File: config.mk
export PLATFORM = sky130hd
export DESIGN_NAME = lbe_engine
export DESIGN_NICKNAME = d
export VERILOG_FILES = /design/src/inc/lbe_pkg.sv /design/src/hdl/lbe_pat_seq.sv /design/src/hdl/lbe_engine.sv
export SDC_FILE = /design/constraint.sdc
export NUM_CORES = 1
export LEC_CHECK = 0
export ABC_AREA = 1
export BUFFER_PORTS_ARGS = -buffer_cell sky130_fd_sc_hd__buf_4
export CAP_MARGIN = 5
export CORE_MARGIN = 1
export CORE_UTILIZATION = 54
export CTS_CLUSTER_SIZE = 28
export DETAILED_ROUTE_END_ITERATION = 16
export GPL_TIMING_DRIVEN = 1
export PLACE_DENSITY = 0.76
export SYNTH_ARGS = -nofsm -noshare
export SYNTH_HDL_FRONTEND = slang
export SYNTH_SLANG_ARGS = --single-unit
File: constraint.sdc
create_clock -name pclk -period 4.4 [get_ports pclk]
set_clock_uncertainty 0.2 [all_clocks]
set_input_delay 0.66 -clock pclk [delete_from_list [all_inputs] [get_ports pclk]]
set_output_delay 0.66 -clock pclk [all_outputs]
set_load 0.005 [all_outputs]
File: src/inc/lbe_pkg.sv
// register map, field layout, constants and types of the link lane self-test engine
package lbe_pkg;

  // ==========================================================================
  // sizes
  localparam int unsigned LANES     = 18;
  localparam int unsigned ENG_LANES = 9;
  localparam int unsigned APB_AW    = 8;

  // ==========================================================================
  // register offsets (byte addresses)
  localparam logic [7:0] OFF_BIST_CTL   = 8'h00;
  localparam logic [7:0] OFF_PAT_CTL    = 8'h04;
  localparam logic [7:0] OFF_PBUF1      = 8'h08;
  localparam logic [7:0] OFF_MASK       = 8'h0C;
  localparam logic [7:0] OFF_INVERT     = 8'h10;
  localparam logic [7:0] OFF_PBUF2      = 8'h14;
  localparam logic [7:0] OFF_PB2_SELECT = 8'h18;
  localparam logic [7:0] OFF_PBUF_EXT   = 8'h1C;
  localparam logic [7:0] OFF_SCRAMBLE   = 8'h20;
  localparam logic [7:0] OFF_ERR_FLAGS  = 8'h24;
  localparam logic [7:0] OFF_ENGINE_CTL = 8'h28;

  // ==========================================================================
  // field positions
  localparam int unsigned RX_OFF_BIT   = 1;
  localparam int unsigned ROT_ON_BIT   = 5;
  localparam int unsigned ERR_STAT_LSB = 6;
  localparam int unsigned ERR_LANE_LSB = 8;
  localparam int unsigned TALLY_LSB    = 16;
  localparam int unsigned RUN_BIT      = 0;
  localparam int unsigned LINK32_BIT   = 2;
  localparam int unsigned GROUP_LSB    = 4;
  localparam int unsigned RING_LSB     = 6;

  // ==========================================================================
  // reset values and codes
  localparam logic [17:0] RST_MASK     = 18'h3FFFF;
  localparam logic [23:0] RST_PBUF1    = 24'hF0C3A5;
  localparam logic [23:0] RST_PBUF2    = 24'h0F3C5A;
  localparam logic [31:0] RST_PBUF_EXT = 32'h5AA5A55A;
  localparam logic        ENGINE_IS_16 = 1'b0;
  localparam logic [10:0] TALLY_MAX    = 11'h7FF;
  localparam logic [1:0]  STAT_NONE    = 2'h0;
  localparam logic [1:0]  STAT_MISCMP  = 2'h2;
  localparam logic [1:0]  STAT_CLEAR   = 2'h3;
  localparam logic [4:0]  LANE_CLEAR   = 5'h1F;
  localparam logic [1:0]  RING_16      = 2'h0;
  localparam logic [1:0]  RING_8       = 2'h1;
  localparam logic [1:0]  RING_2       = 2'h2;
  localparam logic [22:0] SCR_SEED     = 23'h7FFFFF;

  // ==========================================================================
  // pattern lengths in bit-times
  localparam logic [5:0] BUF_BITS   = 6'd40;
  localparam logic [5:0] CONST_UNIT = 6'd24;
  localparam logic [5:0] MOD_BITS   = 6'd24;

  // ==========================================================================
  // types
  typedef enum logic [1:0] {SRC_BUF, SRC_MOD, SRC_CONST} lbe_src_t;

  typedef struct packed {
    logic [4:0] const_cnt;
    logic       const_val;
    logic [6:0] mod_cnt;
    logic [2:0] mod_pick;
    logic [6:0] buf_cnt;
    logic [2:0] order;
  } lbe_pattern_control_t;

  typedef struct packed {
    logic       ctl1;
    logic [7:0] cad_hi;
    logic       ctl0;
    logic [7:0] cad_lo;
  } lbe_lanes_t;

  typedef struct packed {
    lbe_src_t   src;
    logic [5:0] ptr;
    logic       mod_bit;
    logic       const_bit;
  } lbe_beat_t;

endpackage

File: src/hdl/lbe_pat_seq.sv
// source sequencer of the self-test engine: order, repeat counts, modulo-n pattern
`timescale 1ns/1ps
`default_nettype none
module lbe_pat_seq
  import lbe_pkg::*;
(
  // clock and reset
  input  wire logic        pclk,
  input  wire logic        presetn,
  // control
  input  wire logic        run,
  input  wire logic        bit_en,
  input  wire lbe_pattern_control_t ctl,
  // current bit-time
  output var  lbe_beat_t   beat,
  output logic             loop_end
);

  // ==========================================================================
  // helpers
  function automatic lbe_src_t src_of(input logic [2:0] order, input logic [1:0] slot);
    lbe_src_t a;
    lbe_src_t b;
    lbe_src_t c;
    case (order)
      3'b001:  begin a = SRC_BUF;   b = SRC_CONST; c = SRC_MOD;   end
      3'b010:  begin a = SRC_MOD;   b = SRC_BUF;   c = SRC_CONST; end
      3'b011:  begin a = SRC_MOD;   b = SRC_CONST; c = SRC_BUF;   end
      3'b100:  begin a = SRC_CONST; b = SRC_BUF;   c = SRC_MOD;   end
      3'b101:  begin a = SRC_CONST; b = SRC_MOD;   c = SRC_BUF;   end
      default: begin a = SRC_BUF;   b = SRC_MOD;   c = SRC_CONST; end
    endcase
    src_of = (slot == 2'd0) ? a : (slot == 2'd1) ? b : c;
  endfunction

  function automatic logic mod_of(input logic [2:0] pick, input logic [5:0] p);
    logic [5:0] r;
    r = p % 6'd6;
    case (pick)
      3'b001:  mod_of = p[0];
      3'b010:  mod_of = p[1];
      3'b011:  mod_of = (r >= 6'd3);
      3'b100:  mod_of = p[2];
      3'b110:  mod_of = (p >= 6'd12);
      default: mod_of = 1'b0;
    endcase
  endfunction

  // ==========================================================================
  // slot, bit pointer and repeat counters
  logic [1:0] slot_q;
  logic [5:0] ptr_q;
  logic [6:0] rep_q;
  lbe_src_t   cur_src;
  logic [5:0] unit_len;
  logic [6:0] reps;
  logic       empty;
  logic       step;
  logic       last_bit;
  logic       slot_done;

  assign cur_src   = src_of(ctl.order, slot_q);
  assign unit_len  = (cur_src == SRC_BUF) ? BUF_BITS : (cur_src == SRC_MOD) ? MOD_BITS : CONST_UNIT;
  assign reps      = (cur_src == SRC_BUF) ? ctl.buf_cnt :
                     (cur_src == SRC_MOD) ? ctl.mod_cnt : {2'b00, ctl.const_cnt};
  assign empty     = (reps == 7'd0);
  assign step      = run & (empty | bit_en);
  assign last_bit  = (ptr_q == unit_len - 6'd1);
  assign slot_done = empty | (last_bit & (rep_q == reps - 7'd1));
  assign loop_end  = step & slot_done & (slot_q == 2'd2);

  always_ff @(posedge pclk or negedge presetn)
  begin
    if (!presetn)
    begin
      slot_q <= 2'd0;
      ptr_q  <= 6'd0;
      rep_q  <= 7'd0;
    end
    else if (!run)
    begin
      slot_q <= 2'd0;
      ptr_q  <= 6'd0;
      rep_q  <= 7'd0;
    end
    else if (step)
    begin
      ptr_q  <= (last_bit | slot_done) ? 6'd0 : ptr_q + 6'd1;
      rep_q  <= slot_done ? 7'd0 : (last_bit ? rep_q + 7'd1 : rep_q);
      slot_q <= slot_done ? ((slot_q == 2'd2) ? 2'd0 : slot_q + 2'd1) : slot_q;
    end
  end

  assign beat.src       = cur_src;
  assign beat.ptr       = ptr_q;
  assign beat.mod_bit   = mod_of(ctl.mod_pick, ptr_q);
  assign beat.const_bit = ctl.const_val;

  // ==========================================================================
  // checks
  a_loop_restart: assert property (@(posedge pclk) disable iff (!presetn)
    loop_end |=> (slot_q == 2'd0) && (ptr_q == 6'd0))
    else $error("loop did not restart at first slot");

endmodule
`default_nettype wire

File: src/hdl/lbe_engine.sv
// link lane self-test engine: apb registers, pattern transmitter and receiver checker
`timescale 1ns/1ps
`default_nettype none
module lbe_engine
  import lbe_pkg::*;
(
  // clock and reset
  input  wire logic                  pclk,
  input  wire logic                  presetn,
  // apb slave
  input  wire logic                  psel,
  input  wire logic                  penable,
  input  wire logic                  pwrite,
  input  wire logic [APB_AW-1:0]     paddr,
  input  wire logic [31:0]           pwdata,
  output logic      [31:0]           prdata,
  output logic                       pready,
  output logic                       pslverr,
  // link
  input  wire logic                  link_clk_i,
  input  wire lbe_lanes_t [1:0]      rx_lanes_i,
  output lbe_lanes_t      [1:0]      tx_lanes_o,
  // status
  output logic                       test_running
);

  // ==========================================================================
  // helpers
  function automatic logic [3:0] popcount(input logic [8:0] v);
    popcount = 4'h0;
    for (int i = 0; i < 9; i++)
    begin
      popcount = popcount + 4'(v[i]);
    end
  endfunction

  function automatic logic [4:0] top_lane(input logic [8:0] v);
    top_lane = 5'h00;
    for (int i = 0; i < 9; i++)
    begin
      if (v[i])
      begin
        top_lane = 5'(i);
      end
    end
  endfunction

  function automatic logic [17:0] rotate(input logic [17:0] inv, input logic [1:0] ring);
    rotate = inv;
    case (ring)
      RING_16: rotate = {inv[16:0], inv[17]};
      RING_8:  rotate = {inv[17:9], inv[7:0], inv[8]};
      RING_2:
      begin
        rotate[8] = inv[1];
        rotate[1] = inv[0];
        rotate[0] = inv[8];
      end
      default: rotate = inv;
    endcase
  endfunction

  // ==========================================================================
  // registers
  logic        rot_on_q;
  logic        rx_off_q;
  logic [10:0] tally_q;
  logic [4:0]  lane_idx_q;
  logic [1:0]  stat_q;
  lbe_pattern_control_t pattern_control_q;
  logic [23:0] pbuf1_q;
  logic [23:0] pbuf2_q;
  logic [31:0] ext_q;
  logic [17:0] mask_q;
  logic [17:0] inv_q;
  logic [17:0] pb2sel_q;
  logic [17:0] scr_q;
  logic [17:0] flags_q;
  logic        run_q;
  logic        link32_q;
  logic [1:0]  group_q;
  logic [1:0]  ring_q;
  logic [31:0] prdata_q;

  // ==========================================================================
  // apb decode
  logic        wr;
  logic        hit;
  logic        wr_bist;
  logic        wr_inv;
  logic        wr_flags;
  logic [31:0] rd_word;

  assign wr       = psel & penable & pwrite & hit;
  assign hit      = (paddr[1:0] == 2'b00) && (paddr <= OFF_ENGINE_CTL);
  assign wr_bist  = wr & (paddr == OFF_BIST_CTL);
  assign wr_inv   = wr & (paddr == OFF_INVERT);
  assign wr_flags = wr & (paddr == OFF_ERR_FLAGS);
  assign pready   = 1'b1;
  assign pslverr  = psel & penable & ~hit;
  assign prdata   = prdata_q;

  always_comb
  begin
    case (paddr)
      OFF_BIST_CTL:   rd_word = {ENGINE_IS_16, 4'h0, tally_q, 3'h0, lane_idx_q,
                                 stat_q, rot_on_q, 3'h0, rx_off_q, 1'b0};
      OFF_PAT_CTL:    rd_word = {6'h00, pattern_control_q};
      OFF_PBUF1:      rd_word = {8'h00, pbuf1_q};
      OFF_MASK:       rd_word = {14'h0000, mask_q};
      OFF_INVERT:     rd_word = {14'h0000, inv_q};
      OFF_PBUF2:      rd_word = {8'h00, pbuf2_q};
      OFF_PB2_SELECT: rd_word = {14'h0000, pb2sel_q};
      OFF_PBUF_EXT:   rd_word = ext_q;
      OFF_SCRAMBLE:   rd_word = {14'h0000, scr_q};
      OFF_ERR_FLAGS:  rd_word = {14'h0000, flags_q};
      OFF_ENGINE_CTL: rd_word = {24'h000000, ring_q, group_q, 1'b0, link32_q, 1'b0, run_q};
      default:        rd_word = 32'h00000000;
    endcase
  end

  // ==========================================================================
  // link clock edge and receive pin synchronisers
  logic             lclk_s1_q;
  logic             lclk_s2_q;
  logic             lclk_s3_q;
  lbe_lanes_t [1:0] rx_s1_q;
  lbe_lanes_t [1:0] rx_s2_q;
  logic             bit_en;

  assign bit_en = lclk_s2_q & ~lclk_s3_q;

  always_ff @(posedge pclk or negedge presetn)
  begin
    if (!presetn)
    begin
      lclk_s1_q <= 1'b0;
      lclk_s2_q <= 1'b0;
      lclk_s3_q <= 1'b0;
      rx_s1_q   <= '0;
      rx_s2_q   <= '0;
    end
    else
    begin
      lclk_s1_q <= link_clk_i;
      lclk_s2_q <= lclk_s1_q;
      lclk_s3_q <= lclk_s2_q;
      rx_s1_q   <= rx_lanes_i;
      rx_s2_q   <= rx_s1_q;
    end
  end

  // ==========================================================================
  // pattern sources and lane shaping
  lbe_beat_t      beat;
  logic           loop_end;
  logic [39:0]    buf1;
  logic [39:0]    buf2;
  logic [22:0]    lfsr_q;
  logic [8:0]     buf_bit;
  logic [8:0]     src_bit;
  logic [8:0]     tx_bit;
  logic [8:0]     tx_q;
  lbe_lanes_t     tx_word;

  lbe_pat_seq u_seq (
    .pclk     (pclk),
    .presetn  (presetn),
    .run      (run_q),
    .bit_en   (bit_en),
    .ctl      (pattern_control_q),
    .beat     (beat),
    .loop_end (loop_end)
  );

  assign buf1 = {ext_q[15:0], pbuf1_q};
  assign buf2 = {ext_q[31:16], pbuf2_q};

  for (genvar g = 0; g < ENG_LANES; g++)
  begin : g_lane
    assign buf_bit[g] = pb2sel_q[g] ? buf2[beat.ptr] : buf1[beat.ptr];
    assign src_bit[g] = (beat.src == SRC_BUF) ? buf_bit[g] :
                        (beat.src == SRC_MOD) ? beat.mod_bit : beat.const_bit;
    assign tx_bit[g]  = (mask_q[g] & (src_bit[g] ^ inv_q[g])) ^ (scr_q[g] & lfsr_q[22]);
  end

  // same byte pattern on both halves and both words
  assign tx_word    = {tx_q[8], tx_q[7:0], tx_q[8], tx_q[7:0]};
  assign tx_lanes_o = {tx_word, tx_word};
  assign test_running = run_q;

  always_ff @(posedge pclk or negedge presetn)
  begin
    if (!presetn)
    begin
      tx_q   <= 9'h000;
      lfsr_q <= SCR_SEED;
    end
    else if (!run_q)
    begin
      tx_q   <= 9'h000;
      lfsr_q <= SCR_SEED;
    end
    else if (bit_en)
    begin
      tx_q   <= tx_bit;
      lfsr_q <= {lfsr_q[21:0], lfsr_q[22] ^ lfsr_q[17]};
    end
  end

  // ==========================================================================
  // receiver check
  logic [1:0]  port_sel;
  lbe_lanes_t  rx_word;
  logic [8:0]  rx_pick;
  logic        armed_q;
  logic        check_en;
  logic [8:0]  err_vec;
  logic        any_err;
  logic [4:0]  hi_lane;

  assign port_sel = link32_q ? group_q : {1'b0, group_q[1]};
  assign rx_word  = rx_s2_q[port_sel[1]];
  assign rx_pick  = port_sel[0] ? {rx_word.ctl1, rx_word.cad_hi} : {rx_word.ctl0, rx_word.cad_lo};
  assign check_en = bit_en & run_q & ~rx_off_q & armed_q;
  assign err_vec  = (rx_pick ^ tx_q) & mask_q[8:0] & {9{check_en}};
  assign any_err  = |err_vec;
  assign hi_lane  = top_lane(err_vec);

  always_ff @(posedge pclk or negedge presetn)
  begin
    if (!presetn)
    begin
      armed_q <= 1'b0;
    end
    else
    begin
      armed_q <= run_q & (armed_q | bit_en);
    end
  end

  // ==========================================================================
  // error status, tally and flags
  logic        tally_clr;
  logic [11:0] tally_sum;
  logic [10:0] tally_d;
  logic        stat_clr;
  logic        first_err;
  logic [1:0]  stat_d;
  logic [4:0]  lane_idx_d;
  logic [17:0] flags_d;
  logic [17:0] inv_d;

  assign tally_clr  = wr_bist & (pwdata[TALLY_LSB +: 11] == TALLY_MAX);
  assign tally_sum  = {1'b0, tally_clr ? 11'h000 : tally_q} + {8'h00, popcount(err_vec)};
  assign tally_d    = tally_sum[11] ? TALLY_MAX : tally_sum[10:0];
  assign stat_clr   = wr_bist & (pwdata[ERR_STAT_LSB +: 2] == STAT_CLEAR);
  assign first_err  = any_err & ((stat_q == STAT_NONE) | stat_clr);
  assign stat_d     = any_err ? STAT_MISCMP : (stat_clr ? STAT_NONE : stat_q);
  assign lane_idx_d = first_err ? hi_lane :
                      ((wr_bist & (pwdata[ERR_LANE_LSB +: 5] == LANE_CLEAR)) ? 5'h00 : lane_idx_q);
  assign flags_d    = (wr_flags ? (flags_q & pwdata[17:0]) : flags_q) | {9'h000, err_vec};
  assign inv_d      = wr_inv ? pwdata[17:0] :
                      ((loop_end & rot_on_q) ? rotate(inv_q, ring_q) : inv_q);

  always_ff @(posedge pclk or negedge presetn)
  begin
    if (!presetn)
    begin
      tally_q    <= 11'h000;
      stat_q     <= STAT_NONE;
      lane_idx_q <= 5'h00;
      flags_q    <= 18'h00000;
      inv_q      <= 18'h00000;
    end
    else
    begin
      tally_q    <= tally_d;
      stat_q     <= stat_d;
      lane_idx_q <= lane_idx_d;
      flags_q    <= flags_d;
      inv_q      <= inv_d;
    end
  end

  // ==========================================================================
  // plain read/write registers
  always_ff @(posedge pclk or negedge presetn)
  begin
    if (!presetn)
    begin
      rot_on_q <= 1'b0;
      rx_off_q <= 1'b0;
      pattern_control_q <= '0;
      pbuf1_q  <= RST_PBUF1;
      pbuf2_q  <= RST_PBUF2;
      ext_q    <= RST_PBUF_EXT;
      mask_q   <= RST_MASK;
      pb2sel_q <= 18'h00000;
      scr_q    <= 18'h00000;
      run_q    <= 1'b0;
      link32_q <= 1'b0;
      group_q  <= 2'b00;
      ring_q   <= RING_16;
      prdata_q <= 32'h00000000;
    end
    else
    begin
      if (psel & ~penable)
      begin
        prdata_q <= rd_word;
      end
      if (wr_bist)
      begin
        rot_on_q <= pwdata[ROT_ON_BIT];
        rx_off_q <= pwdata[RX_OFF_BIT];
      end
      if (wr & (paddr == OFF_PAT_CTL))
      begin
        pattern_control_q <= pwdata[25:0];
      end
      if (wr & (paddr == OFF_PBUF1))
      begin
        pbuf1_q <= pwdata[23:0];
      end
      if (wr & (paddr == OFF_PBUF2))
      begin
        pbuf2_q <= pwdata[23:0];
      end
      if (wr & (paddr == OFF_PBUF_EXT))
      begin
        ext_q <= pwdata;
      end
      if (wr & (paddr == OFF_MASK))
      begin
        mask_q <= pwdata[17:0];
      end
      if (wr & (paddr == OFF_PB2_SELECT))
      begin
        pb2sel_q <= pwdata[17:0];
      end
      if (wr & (paddr == OFF_SCRAMBLE))
      begin
        scr_q <= pwdata[17:0];
      end
      if (wr & (paddr == OFF_ENGINE_CTL))
      begin
        run_q    <= pwdata[RUN_BIT];
        link32_q <= pwdata[LINK32_BIT];
        group_q  <= pwdata[GROUP_LSB +: 2];
        ring_q   <= pwdata[RING_LSB +: 2];
      end
    end
  end

  // ==========================================================================
  // checks
  a_tally_saturate: assert property (@(posedge pclk) disable iff (!presetn)
    (tally_q == TALLY_MAX) && !wr_bist |=> (tally_q == TALLY_MAX))
    else $error("error tally wrapped past its maximum");

  a_tally_count: assert property (@(posedge pclk) disable iff (!presetn)
    !wr_bist && (tally_q < 11'h7F0) && (err_vec == 9'h003) |=> (tally_q == $past(tally_q) + 11'h002))
    else $error("error tally did not add two lane errors");

  a_tally_clear: assert property (@(posedge pclk) disable iff (!presetn)
    wr_bist && (pwdata[26:16] == 11'h7FF) && !any_err |=> (tally_q == 11'h000))
    else $error("all-ones write did not clear error tally");

  a_tally_keep: assert property (@(posedge pclk) disable iff (!presetn)
    wr_bist && (pwdata[26:16] == 11'h000) && !any_err |=> $stable(tally_q))
    else $error("all-zeros write changed error tally");

  a_width_bit: assert property (@(posedge pclk) disable iff (!presetn)
    psel && !penable && (paddr == OFF_BIST_CTL) |=> (prdata[31] == 1'b0))
    else $error("engine width bit does not read as 8-bit");

  a_halves_same: assert property (@(posedge pclk) disable iff (!presetn)
    (tx_lanes_o[0].cad_hi == tx_lanes_o[0].cad_lo) && (tx_lanes_o[1] == tx_lanes_o[0]))
    else $error("upper and lower lanes carry different patterns");

  a_mask_zero: assert property (@(posedge pclk) disable iff (!presetn)
    bit_en && run_q |=> ((tx_q & ~$past(mask_q[8:0]) & ~$past(scr_q[8:0])) == 9'h000))
    else $error("masked unscrambled lane did not send zero");

  a_flags_clear: assert property (@(posedge pclk) disable iff (!presetn)
    wr_flags && (pwdata[17:0] == 18'h00000) && !any_err |=> (flags_q == 18'h00000))
    else $error("zero write did not clear lane error flags");

  a_first_lane: assert property (@(posedge pclk) disable iff (!presetn)
    any_err && (stat_q == STAT_NONE) |=> (lane_idx_q == $past(hi_lane)) && (stat_q == STAT_MISCMP))
    else $error("first error lane not recorded");

  a_rotate_ring: assert property (@(posedge pclk) disable iff (!presetn)
    loop_end && rot_on_q && !wr_inv && (ring_q == RING_16) |=>
    (inv_q == {$past(inv_q[16:0]), $past(inv_q[17])}))
    else $error("inversion bits did not rotate left at loop end");

endmodule
`default_nettype wire

Yosys cells after proc, flatten, opt, wreduce, memory -nomap -nowiden
Index checks and enable logic that the tools add are counted.
{"block": "totals", "ff_bits": 377, "elab_cells": 290}
{"block": "op_classes", "addsub": 14, "div_mod_pow": 1, "order_cmp": 5, "n_eq_ne": 34, "muxes": 73, "n_bitwise": 81, "reduce_logical": 30}
{"operator": "$pmux 32 s11", "n": 1}
{"operator": "$mux 18", "n": 5}
{"operator": "$and 1x1->1", "n": 48}
{"operator": "$mux 23", "n": 2}
{"operator": "$mux 5", "n": 9}
{"operator": "$mux 7", "n": 6}
{"operator": "$mux 9", "n": 4}
{"operator": "$eq 8x5->1 const B", "n": 4}
{"operator": "$mux 6", "n": 5}
{"operator": "$eq 8x6->1 const B", "n": 3}
{"operator": "$mux 1", "n": 22}
{"operator": "$mux 11", "n": 2}
{"operator": "$add 4x1->4", "n": 5}
{"operator": "$xor 1x1->1", "n": 19}
{"operator": "$and 18x18->18", "n": 1}
{"operator": "$and 9x9->9", "n": 2}
{"operator": "$mux 2", "n": 9}
{"operator": "$or 18x9->18", "n": 1}
{"operator": "$eq 8x4->1 const B", "n": 2}
{"operator": "$pmux 2 s2", "n": 4}
{"operator": "$reduce_or 2->1", "n": 8}
{"operator": "$add 11x4->12", "n": 1}
{"operator": "$bmux 1 s6", "n": 2}
{"operator": "$eq 3x2->1 const B", "n": 4}
{"operator": "38 further kinds", "n": 69}

Longest topological paths before layout
Gate-level depths: netlist (run 1).
{"block": "logic_depth", "depth_word": 17, "mapped_depth": 26, "ltp_nobuf": 26}

Hierarchy
From an unflattened synthesis (run 1), not the netlist that was laid out.
{"block": "hier_totals", "hier_cells": 2163, "area_unflattened_um2": 18460.2}
{"module": "lbe_engine", "n_inst": 1, "cells_each": 1884, "area_each_um2": 16648.5, "seq_area_each_um2": 9110.0}
{"module": "lbe_pat_seq", "n_inst": 1, "cells_each": 279, "area_each_um2": 1811.7, "seq_area_each_um2": 375.4}

Least setup slack after synthesis (run 1)
OpenSTA, ideal clock, no wires.
{"block": "synth_timing", "path_type": "input to register", "startpoint": "input port paddr[0]", "endpoint": "register tally_q[10]", "setup_ns": 0.130, "t_arrival_ns": 4.868, "required_time_ns": 4.070, "path_slack_ns": -0.799, "cell_stages": 26, "n_path_buf": 1, "path_cell_list": "inv_1 nand2_1 nor3_1 nand2_2 o221ai_1 and3_1 nand2_1 inv_2 nand2_2 nor2_2 buf_4 nor2_1 fa_1 inv_1 fa_1 fa_1 inv_1 ha_1 inv_1 fa_1 o21ai_0 nand3_1 nor2_1 nand3_1 nand2_1 nand3_1"}
{"block": "synth_between", "elab_chain_len": 8, "word_cells_on_any_way": 10, "classes_between": "1 x add/sub; 1 x order compare; 2 x mux; 3 x bitwise; 3 x reduce/logical"}
{"element": "start, declared", "line": "lbe_engine.sv:14", "text": "input wire logic [APB_AW-1:0] paddr,"}
{"element": "$le 8x6->1 or $logic_not 2->1 (tied branches)", "line": "lbe_engine.sv:95", "text": "assign hit = (paddr[1:0] == 2'b00) && (paddr <= OFF_ENGINE_CTL);"}
{"element": "$logic_and 1x1->1", "line": "lbe_engine.sv:95"}
{"element": "$and 1x1->1", "line": "lbe_engine.sv:94", "text": "assign wr = psel & penable & pwrite & hit;"}
{"element": "$and 1x1->1 (*)", "line": "lbe_engine.sv:96", "text": "assign wr_bist = wr & (paddr == OFF_BIST_CTL);"}
{"element": "$and 1x1->1 (*)", "line": "lbe_engine.sv:254", "text": "assign tally_clr = wr_bist & (pwdata[TALLY_LSB +: 11] == TALLY_MAX);"}
{"element": "$mux 11 (*)", "line": "lbe_engine.sv:255", "text": "assign tally_sum = {1'b0, tally_clr ? 11'h000 : tally_q} + {8'h00, popcount(err_vec)};"}
{"element": "$add 11x4->12 (*)", "line": "lbe_engine.sv:255"}
{"element": "$mux 11 (*)", "line": "lbe_engine.sv:256", "text": "assign tally_d = tally_sum[11] ? TALLY_MAX : tally_sum[10:0];"}
{"element": "net tally_d[10]", "line": "lbe_engine.sv:246", "text": "logic [10:0] tally_d;"}
{"element": "end signal, assigned", "line": "lbe_engine.sv:278", "text": "tally_q <= tally_d;"}
{"element": "end, declared", "line": "lbe_engine.sv:67", "text": "logic [10:0] tally_q;"}
The timed path passes the listed nets; every way through them passes the cells marked *.
A chain may end at the register's enable or synchronous reset.

Final worst setup path (run 1)
{"block": "layout_timing", "startpoint": "register link32_q", "endpoint": "register tally_q[10]"}
{"block": "layout_between", "elab_chain_len": 17}
{"element": "start, declared", "line": "lbe_engine.sv:80", "text": "logic link32_q;"}
{"element": "start signal, assigned", "line": "lbe_engine.sv:349", "text": "link32_q <= pwdata[LINK32_BIT];"}
{"element": "$mux 2 (*)", "line": "lbe_engine.sv:222", "text": "assign port_sel = link32_q ? group_q : {1'b0, group_q[1]};"}
{"element": "$mux 18 (implied by the code) (2 in a row)", "line": "lbe_engine.sv:223", "text": "assign rx_word = rx_s2_q[port_sel[1]];"}
{"element": "$mux 9 (*)", "line": "lbe_engine.sv:224", "text": "assign rx_pick = port_sel[0] ? {rx_word.ctl1, rx_word.cad_hi} : {rx_word.ctl0, rx_word.cad_lo};"}
{"element": "$xor 9x9->9 (*)", "line": "lbe_engine.sv:226", "text": "assign err_vec = (rx_pick ^ tx_q) & mask_q[8:0] & {9{check_en}};"}
{"element": "$and 9x9->9 (*) (2 in a row)", "line": "lbe_engine.sv:226"}
{"element": "$add 1x1->2", "line": "lbe_engine.sv:33", "text": "popcount = popcount + 4'(v[i]);"}
{"element": "$add 2x1->3", "line": "lbe_engine.sv:33"}
{"element": "$add 3x1->4", "line": "lbe_engine.sv:33"}
{"element": "$add 4x1->4 (4 in a row)", "line": "lbe_engine.sv:33"}
{"element": "$add 4x1->4 (*)", "line": "lbe_engine.sv:33"}
{"element": "$add 11x4->12 (*)", "line": "lbe_engine.sv:255"}
{"element": "$mux 11 (*)", "line": "lbe_engine.sv:256"}
{"element": "net tally_d[10]", "line": "lbe_engine.sv:246"}
The timed path passes the listed nets; every way through them passes the cells marked *. The select of a mux whose other input is x is not followed.

==> run_results.csv, run 1 <==
group,metric,value,unit
drt,drt-pass1-iter-count,8,
finish,stdcell_area,22300,µm²
cts,htreeDepth,2,
sta,setup_ws,-386,ps
worst_setup_path,crit_path_start_kind,"flip-flop",
yosys,yosysMostFrequentCell,"nand2_1",
sta,max_clock_freq,209,MHz
yosys,synth_ff_type,"dfrtp_1",
yosys,synth_top_area_share,40.1,%
yosys,synth_cell_types,61,
yosys,synthesis.area,18300,µm²
yosys,synthArstFlopShare,100,%
grt,antenna_found_initial,0,
yosys,synth_warnings,0,
sta,finalSetupViolations,11,
drt,via_count,16800,
worst_setup_path,worstPathArrival,5010,ps
placement,place_congestion,1.01,
floorplan,placeableCoreArea,33400,µm²
finish,syn2layout_area_growth,21.8,%
drt,drcViolationCount,0,
sta,worst_slew_pin_slew,1150,ps
finish,drive_gt1_share,22.3,%
worst_setup_path,end_kind,"flip-flop",
drt,ant_nets,0,
drt,vias_per_cell,5.85,
sta,worst_hold_slack,14.2,ps
yosys,avgSynthCellArea,8.41,µm²
sta,slew_violations,0,
finish,final_nets,2502,
grt,grt_pass1_wl,91600,µm
cts,cts.clk_slew.worst_paths,60,ps
sta,period_share,109,%
grt,grt_usage,34.0,%
worst_setup_path,cpMaxStageDelayCell,"fa_1",
placement,dpl.hpwl,40900,µm
yosys,ys_ff_latch,375,
yosys,yosys-top-cells-count,"nand2_1 (490), dfrtp_1 (294), inv_1 (291)",
cts,cts_tree,"done",
cts,numClockSinks,375,
yosys,syn_nets,2284,
power,leakagePower,11.1,nW
cts,root_buffer,"clkbuf_16",
job,max-cap-violations,0,
min_path,hp-class,"in -> reg",
floorplan,io_pins,153,
worst_setup_path,crit_chain,"o21ai_4, buf_6, buf_4, a21oi_1, a32o_2, nor2_2, nor2_2, fa_1, inv_2, fa_2, fa_1, inv_2, ha_4, inv_2, fa_2, o21ai_4, nand3_2, nor2_4, nand3_2, nand2_2, nand3_1",
cts,clock_latency,560,ps
sta,fin_crit,4790,ps
yosys,yosys.area.top_type,"dfrtp_1",
floorplan,rows,67,
status,violations,"setup timing",
finish,insertedDiodeCount,0,
grt,grt_max_degree,110,
sta,finalHoldViolCount,0,
floorplan,die_y,186,µm
grt,grt_pass1_vias,16300,
status,status,"complete, but fails checks",
cts,clk_path_buf_depth,3,
floorplan,dieArea,34700,µm²
placement,placed_cell_area,20300,µm²
worst_setup_path,critPathMaxFanout,6,
yosys,postSynthCellCount,2180,
sta,slew_headroom,23.4,%
worst_setup_path,path_class,"reg -> reg",
floorplan,fp.dieW,186,µm
power,max-vdd-ir-drop,0.339,mV
drt,drt_iter0_drc,1813,
drt,drt-total-wl,59400,µm
grt,grt_overflow_total,0,
worst_setup_path,cp_common_cell,"inv_2",
yosys,synthTopCellsByArea,"dfrtp_1 (40%), dfstp_2 (12%), nand2_1 (10%)",
drt,wl_per_cell,20.7,µm
yosys,synth_edf_count,0,
sta,rsz0062_at_grt,"yes",
yosys,synth_seq_area_share,51.7,%
worst_setup_path,critPathRequiredTime,4620,ps
placement,io_buffers,151,
finish,fillers,2664,
worst_setup_path,critPathMaxStageDelay,600,ps
floorplan,start_util,54.8,%
power,p_per_area,443,nW/µm²
cts,cts_made_buffers,40,
routing by layer:
metal	vias to the layer above	GRT usage [%]	share of wire [%]	wire (µm)
met5	-	0	0	0
met4	0	14.5	4.4	2620
met3	187	7.20	11	6750
met2	1001	52.9	45	26600
met1	8065	46.3	39	23400
li1	7581	-	-	-
critical path: cells and delay by family, from the launching register on:
kind,cells,cell delay (ps)
fa+ha+maj,5,2100
compound gates,4,720
simple gates,7,700
flops,1,470
buf+inv,5,450
cells by family (layout without fill, tap and decap cells):
logic type | after synthesis | count (layout) | synth area share (%)
buffers and inverters | 438 | 686 | 9.79
flip-flops | 375 | 375 | 51.7
multiplexers | 18 | 18 | 1.10
adder cells (fa/ha/maj) | 22 | 22 | 1.75
AND/OR/NAND/NOR | 808 | 809 | 19.3
XOR/XNOR | 8 | 8 | 0.382
AO/OA/AOI/OAI | 510 | 510 | 15.9
other | 1 | 1 | 0.0204
per-stage QoR:
stage	setup slack [ps]	setup TNS, ps	power [mW]	std cells	utilization [%]
2_1_floorplan	-510	-5130	5.28	2180	-
3_3_place_gp	-691	-7130	6.07	2754	60.8
3_5_place_dp	-798	-8270	6.13	2754	60.8
4_1_cts	-241	-1870	9.75	2873	66.5
5_1_grt	-525	-4690	10.3	2877	66.8
6_report	-386	-3000	9.90	2877	66.8
repair_timing:
| item | CTS | global route |
|---|---|---|
| endpoints found under the hold margin | 51 | 0 |
| gates resized for setup | 40 | 27 |
| hold buffers | 37 | 0 |
| setup endpoints to repair | 11 | 11 |
| buffers inserted | 8 | 4 |
| pin swaps | 18 | 19 |
| gates cloned | 1 | 0 |
worst paths after layout:
check	startpoint	end	slack, ps	cells past startpoint
setup / recovery	link32_q	tally_q[10]	-390	21
hold / removal	rx_lanes_i[12]	rx_s1_q[12]	10	1
setup reg to reg	link32_q	tally_q[10]	-390	21
hold reg to reg	lclk_s1_q	lclk_s2_q	140	0
max in group asynchronous	presetn	link32_q	2320	3
min in group asynchronous	presetn	pattern_control_q[23]	520	2
sequential cells by signal (all words and copies together) (netlist names), 2 cells and up:
register           cells
pb2sel_q              18
group_q                2
pattern_control_q     26
tx_q                   9
rx_s2_q               36
scr_q                 18
ext_q                 32
inv_q                 18
pbuf2_q               24
rx_s1_q               36
lfsr_q                23
u_seq.rep_q            7
prdata                32
lane_idx_q             4
flags_q               18
ring_q                 2
mask_q                18
tally_q               11
u_seq.ptr_q            6
pbuf1_q               24
u_seq.slot_q           2
placed cells by master, fill, tap and decap left out, types with 5 or more instances in the layout:
cell type / synthesis / final
dlygate4sd3_1: 0 / 37
nor4_1: 7 / 6
clkinv_2: 0 / 6
a22oi_1: 22 / 22
inv_2: 11 / 20
nand4_1: 35 / 35
buf_6: 2 / 5
o21ai_1: 13 / 18
mux2_2: 18 / 18
nand2_4: 3 / 7
a211oi_1: 7 / 7
clkbuf_8: 0 / 6
nor3_1: 9 / 8
o221ai_1: 8 / 8
clkinv_1: 6 / 6
ha_1: 16 / 14
nand3_2: 6 / 9
o22ai_1: 67 / 67
a31oi_1: 5 / 5
xor2_1: 6 / 6
o21ai_2: 3 / 9
inv_1: 291 / 279
a21oi_1: 66 / 66
a221oi_1: 15 / 15
buf_4: 29 / 256
nor2_4: 3 / 10
nor2_1: 90 / 78
nand3_1: 121 / 117
clkbuf_16: 0 / 40
nand2_1: 490 / 485
nor2_2: 12 / 17
o21a_1: 13 / 13
dfrtp_1: 294 / 293
clkbuf_1: 85 / 10
o21ai_0: 270 / 257
dfstp_2: 81 / 81
nand2_2: 10 / 11
power by group:
group	switching [mW]	total, mW	internal [mW]
sequential	0.193	3.88	3.69
combinational	1.49	2.53	1.03
clock	1.46	3.49	2.03
cell type report:
class,instances,area (µm²),area share (%)
Timing Repair Buffer,303,2440,10.9
Clock buffer,56,1120,5.02
Clock inverter,17,225,1.01
Multi-Input combinational cell,1368,7320,32.8
Inverter,310,1190,5.33
Tap cell,448,561,2.51
Sequential cell,375,9490,42.5
No activity file was read; power rests on OpenSTA's default activity.
==> run 2: changes to the inputs <==
==> constraint.sdc (replaced) <==
create_clock -name pclk -period 4.4 [get_ports pclk]
set_clock_uncertainty 0.2 [all_clocks]
set_input_delay 0 -clock pclk [delete_from_list [all_inputs] [get_ports pclk]]
set_output_delay 0 -clock pclk [all_outputs]
set_load 0.005 [all_outputs]
==> run 2 against run 1 <==
Against the previous run: the flow still finishes with violations (setup timing); cell count rose by 1.6%; setup slack improved by 94 ps; combinational power shrank 2%; flip-flop and latch count unchanged; hold slack better by 22 ps; sequential share of layout area is 0.97 points lower; critical path depth fell by 1; wire length grew 3.7%; non-clock buffer count increased by 46; largest cell class unchanged; highest routed layer unchanged.
==> run_results.csv, run 2 (synthesis results as in run 1) <==
group,metric,value,unit
sta,worst_hold_slack,35.8,ps
min_path,hold_path_end,"ext_q[29]",
cts,cts_made_buffers,40,
grt,antenna_found_initial,0,
worst_setup_path,ff2ff_path_depth,20,
worst_setup_path,path_class,"reg -> reg",
power,leakagePower,11.3,nW
drt,drt-pass1-iter-count,6,
cts,cts_tree,"done",
finish,final_nets,2548,
sta,period_share,107,%
sta,setup_ws,-292,ps
floorplan,fp.dieW,186,µm
sta,rsz0062_at_grt,"yes",
finish,final_common_cell,"nand2_1",
sta,max_clock_freq,213,MHz
drt,wl_per_cell,21.1,µm
drt,via_count,17300,
drt,drt_iter0_drc,2072,
sta,slew_headroom,29.1,%
min_path,min_from,"pwdata[29]",
placement,dpl.hpwl,39800,µm
finish,reg_top3,"rx_s1_q: 36 flops, rx_s2_q: 36 flops",
floorplan,rows,67,
placement,pre_cts_ws,-329,ps
sta,fin_crit,4690,ps
floorplan,placeableCoreArea,33400,µm²
worst_setup_path,reg2reg_slack,-290,ps
finish,syn2layout_area_growth,24.7,%
drt,vias_per_cell,5.91,
finish,fillers,2476,
worst_setup_path,r2r_start,"link32_q",
status,status,"complete, but fails checks",
worst_setup_path,end_kind,"flip-flop",
sta,slew_violations,0,
placement,place_congestion,0.985,
sta,finalSetupViolations,11,
grt,grt_overflow_total,0,
placement,placed_cell_area,20100,µm²
cts,clock_latency,550,ps
floorplan,start_util,54.8,%
finish,stdcell_area,22900,µm²
grt,grt_pass1_vias,16800,
drt,drt-total-wl,61600,µm
worst_setup_path,critPathMaxFanout,4,
drt,ant_nets,0,
finish,drive_gt1_share,20.1,%
cts,cts.clk_slew.worst_paths,60,ps
floorplan,die_y,186,µm
worst_setup_path,reg2reg_to,"tally_q[10]",
worst_setup_path,crit_path_start_kind,"flip-flop",
cts,numClockSinks,375,
sta,finalHoldViolCount,0,
finish,layout_common_cells,"nand2_1 (488), dfrtp_1 (293), inv_1 (284)",
cts,root_buffer,"clkbuf_16",
status,violations,"setup timing",
grt,grt_usage,35.0,%
grt,grt_pass1_wl,94500,µm
worst_setup_path,worstPathArrival,4960,ps
min_path,hp-class,"in -> reg",
min_path,hold-path-cell-count,4,
job,max-cap-violations,0,
finish,utilization,68.4,%
power,p_per_area,443,nW/µm²
cts,clk_path_buf_depth,3,
grt,grt_max_degree,119,
power,p_total,10.1,mW
floorplan,io_pins,153,
cts,htreeDepth,2,
drt,drcViolationCount,0,
placement,io_buffers,151,
sta,worst_slew_pin_slew,1060,ps
floorplan,dieArea,34700,µm²
worst_setup_path,critPathRequiredTime,4670,ps
power,max-vdd-ir-drop,0.442,mV
finish,insertedDiodeCount,0,
[run 2: worst max-delay path, stage by stage, from the launching register on]
cell	delay, ps
dfrtp_2	460
o21ai_4	220
buf_6	150
o21ai_1	70
o22a_1	230
or2_4	230
nand4_1	100
inv_1	60
fa_1	490
inv_2	50
fa_1	580
fa_2	440
inv_2	80
ha_4	150
inv_2	40
fa_2	360
o21ai_4	180
nand4_1	170
nor2_2	170
nand3_1	100
nand3_1	90
[run 2: what timing repair did]
action	4_1_cts	5_1_grt
resized for setup	25	25
setup buffers	6	3
endpoints found under the hold margin	366	0
setup endpoints to repair	11	11
pin swaps	22	24
cloned	1	1
hold buffers	113	0
[run 2: through the flow]
stage,cells,setup TNS [ps]
2_1_floorplan,2180,0
3_3_place_gp,2727,-1690
3_5_place_dp,2727,-3170
4_1_cts,2921,-2130
5_1_grt,2924,-4190
6_report,2924,-2660
[run 2: per-layer routing]
| layer | share of wire [%] | vias to the layer above | global-route usage [%] |
|---|---|---|---|
| met3 | 11 | 214 | 7.60 |
| met4 | 5.0 | 0 | 16.6 |
| met2 | 46 | 1146 | 55.3 |
| met1 | 38 | 8255 | 46.2 |
| met5 | 0 | - | 0 |
| li1 | - | 7677 | - |
[run 2: worst max-delay path by stage]
stage                     cells after the start  startpoint          end  slack (ps)
after detailed placement                     22    link32_q   tally_q[5]        -330
after global placement                       21    link32_q   tally_q[5]        -190
after floorplan                              21    link32_q   tally_q[5]           4
after CTS                                    21    link32_q  tally_q[10]        -270
after global routing                         22  group_q[1]  tally_q[10]        -440
final                                        20    link32_q  tally_q[10]        -290
[run 2: report_power, final]
part | internal (mW) | switching, mW
clock | 2.27 | 1.46
combinational | 1.00 | 1.48
sequential | 3.69 | 0.231
[run 2: final cells by class]
class	instances	area, µm²	area share (%)
Timing Repair Buffer	349	2970	13.0
Clock buffer	57	1170	5.10
Clock inverter	17	275	1.20
Inverter	310	1170	5.12
Tap cell	448	561	2.45
Multi-Input combinational cell	1368	7240	31.7
Sequential cell	375	9490	41.5
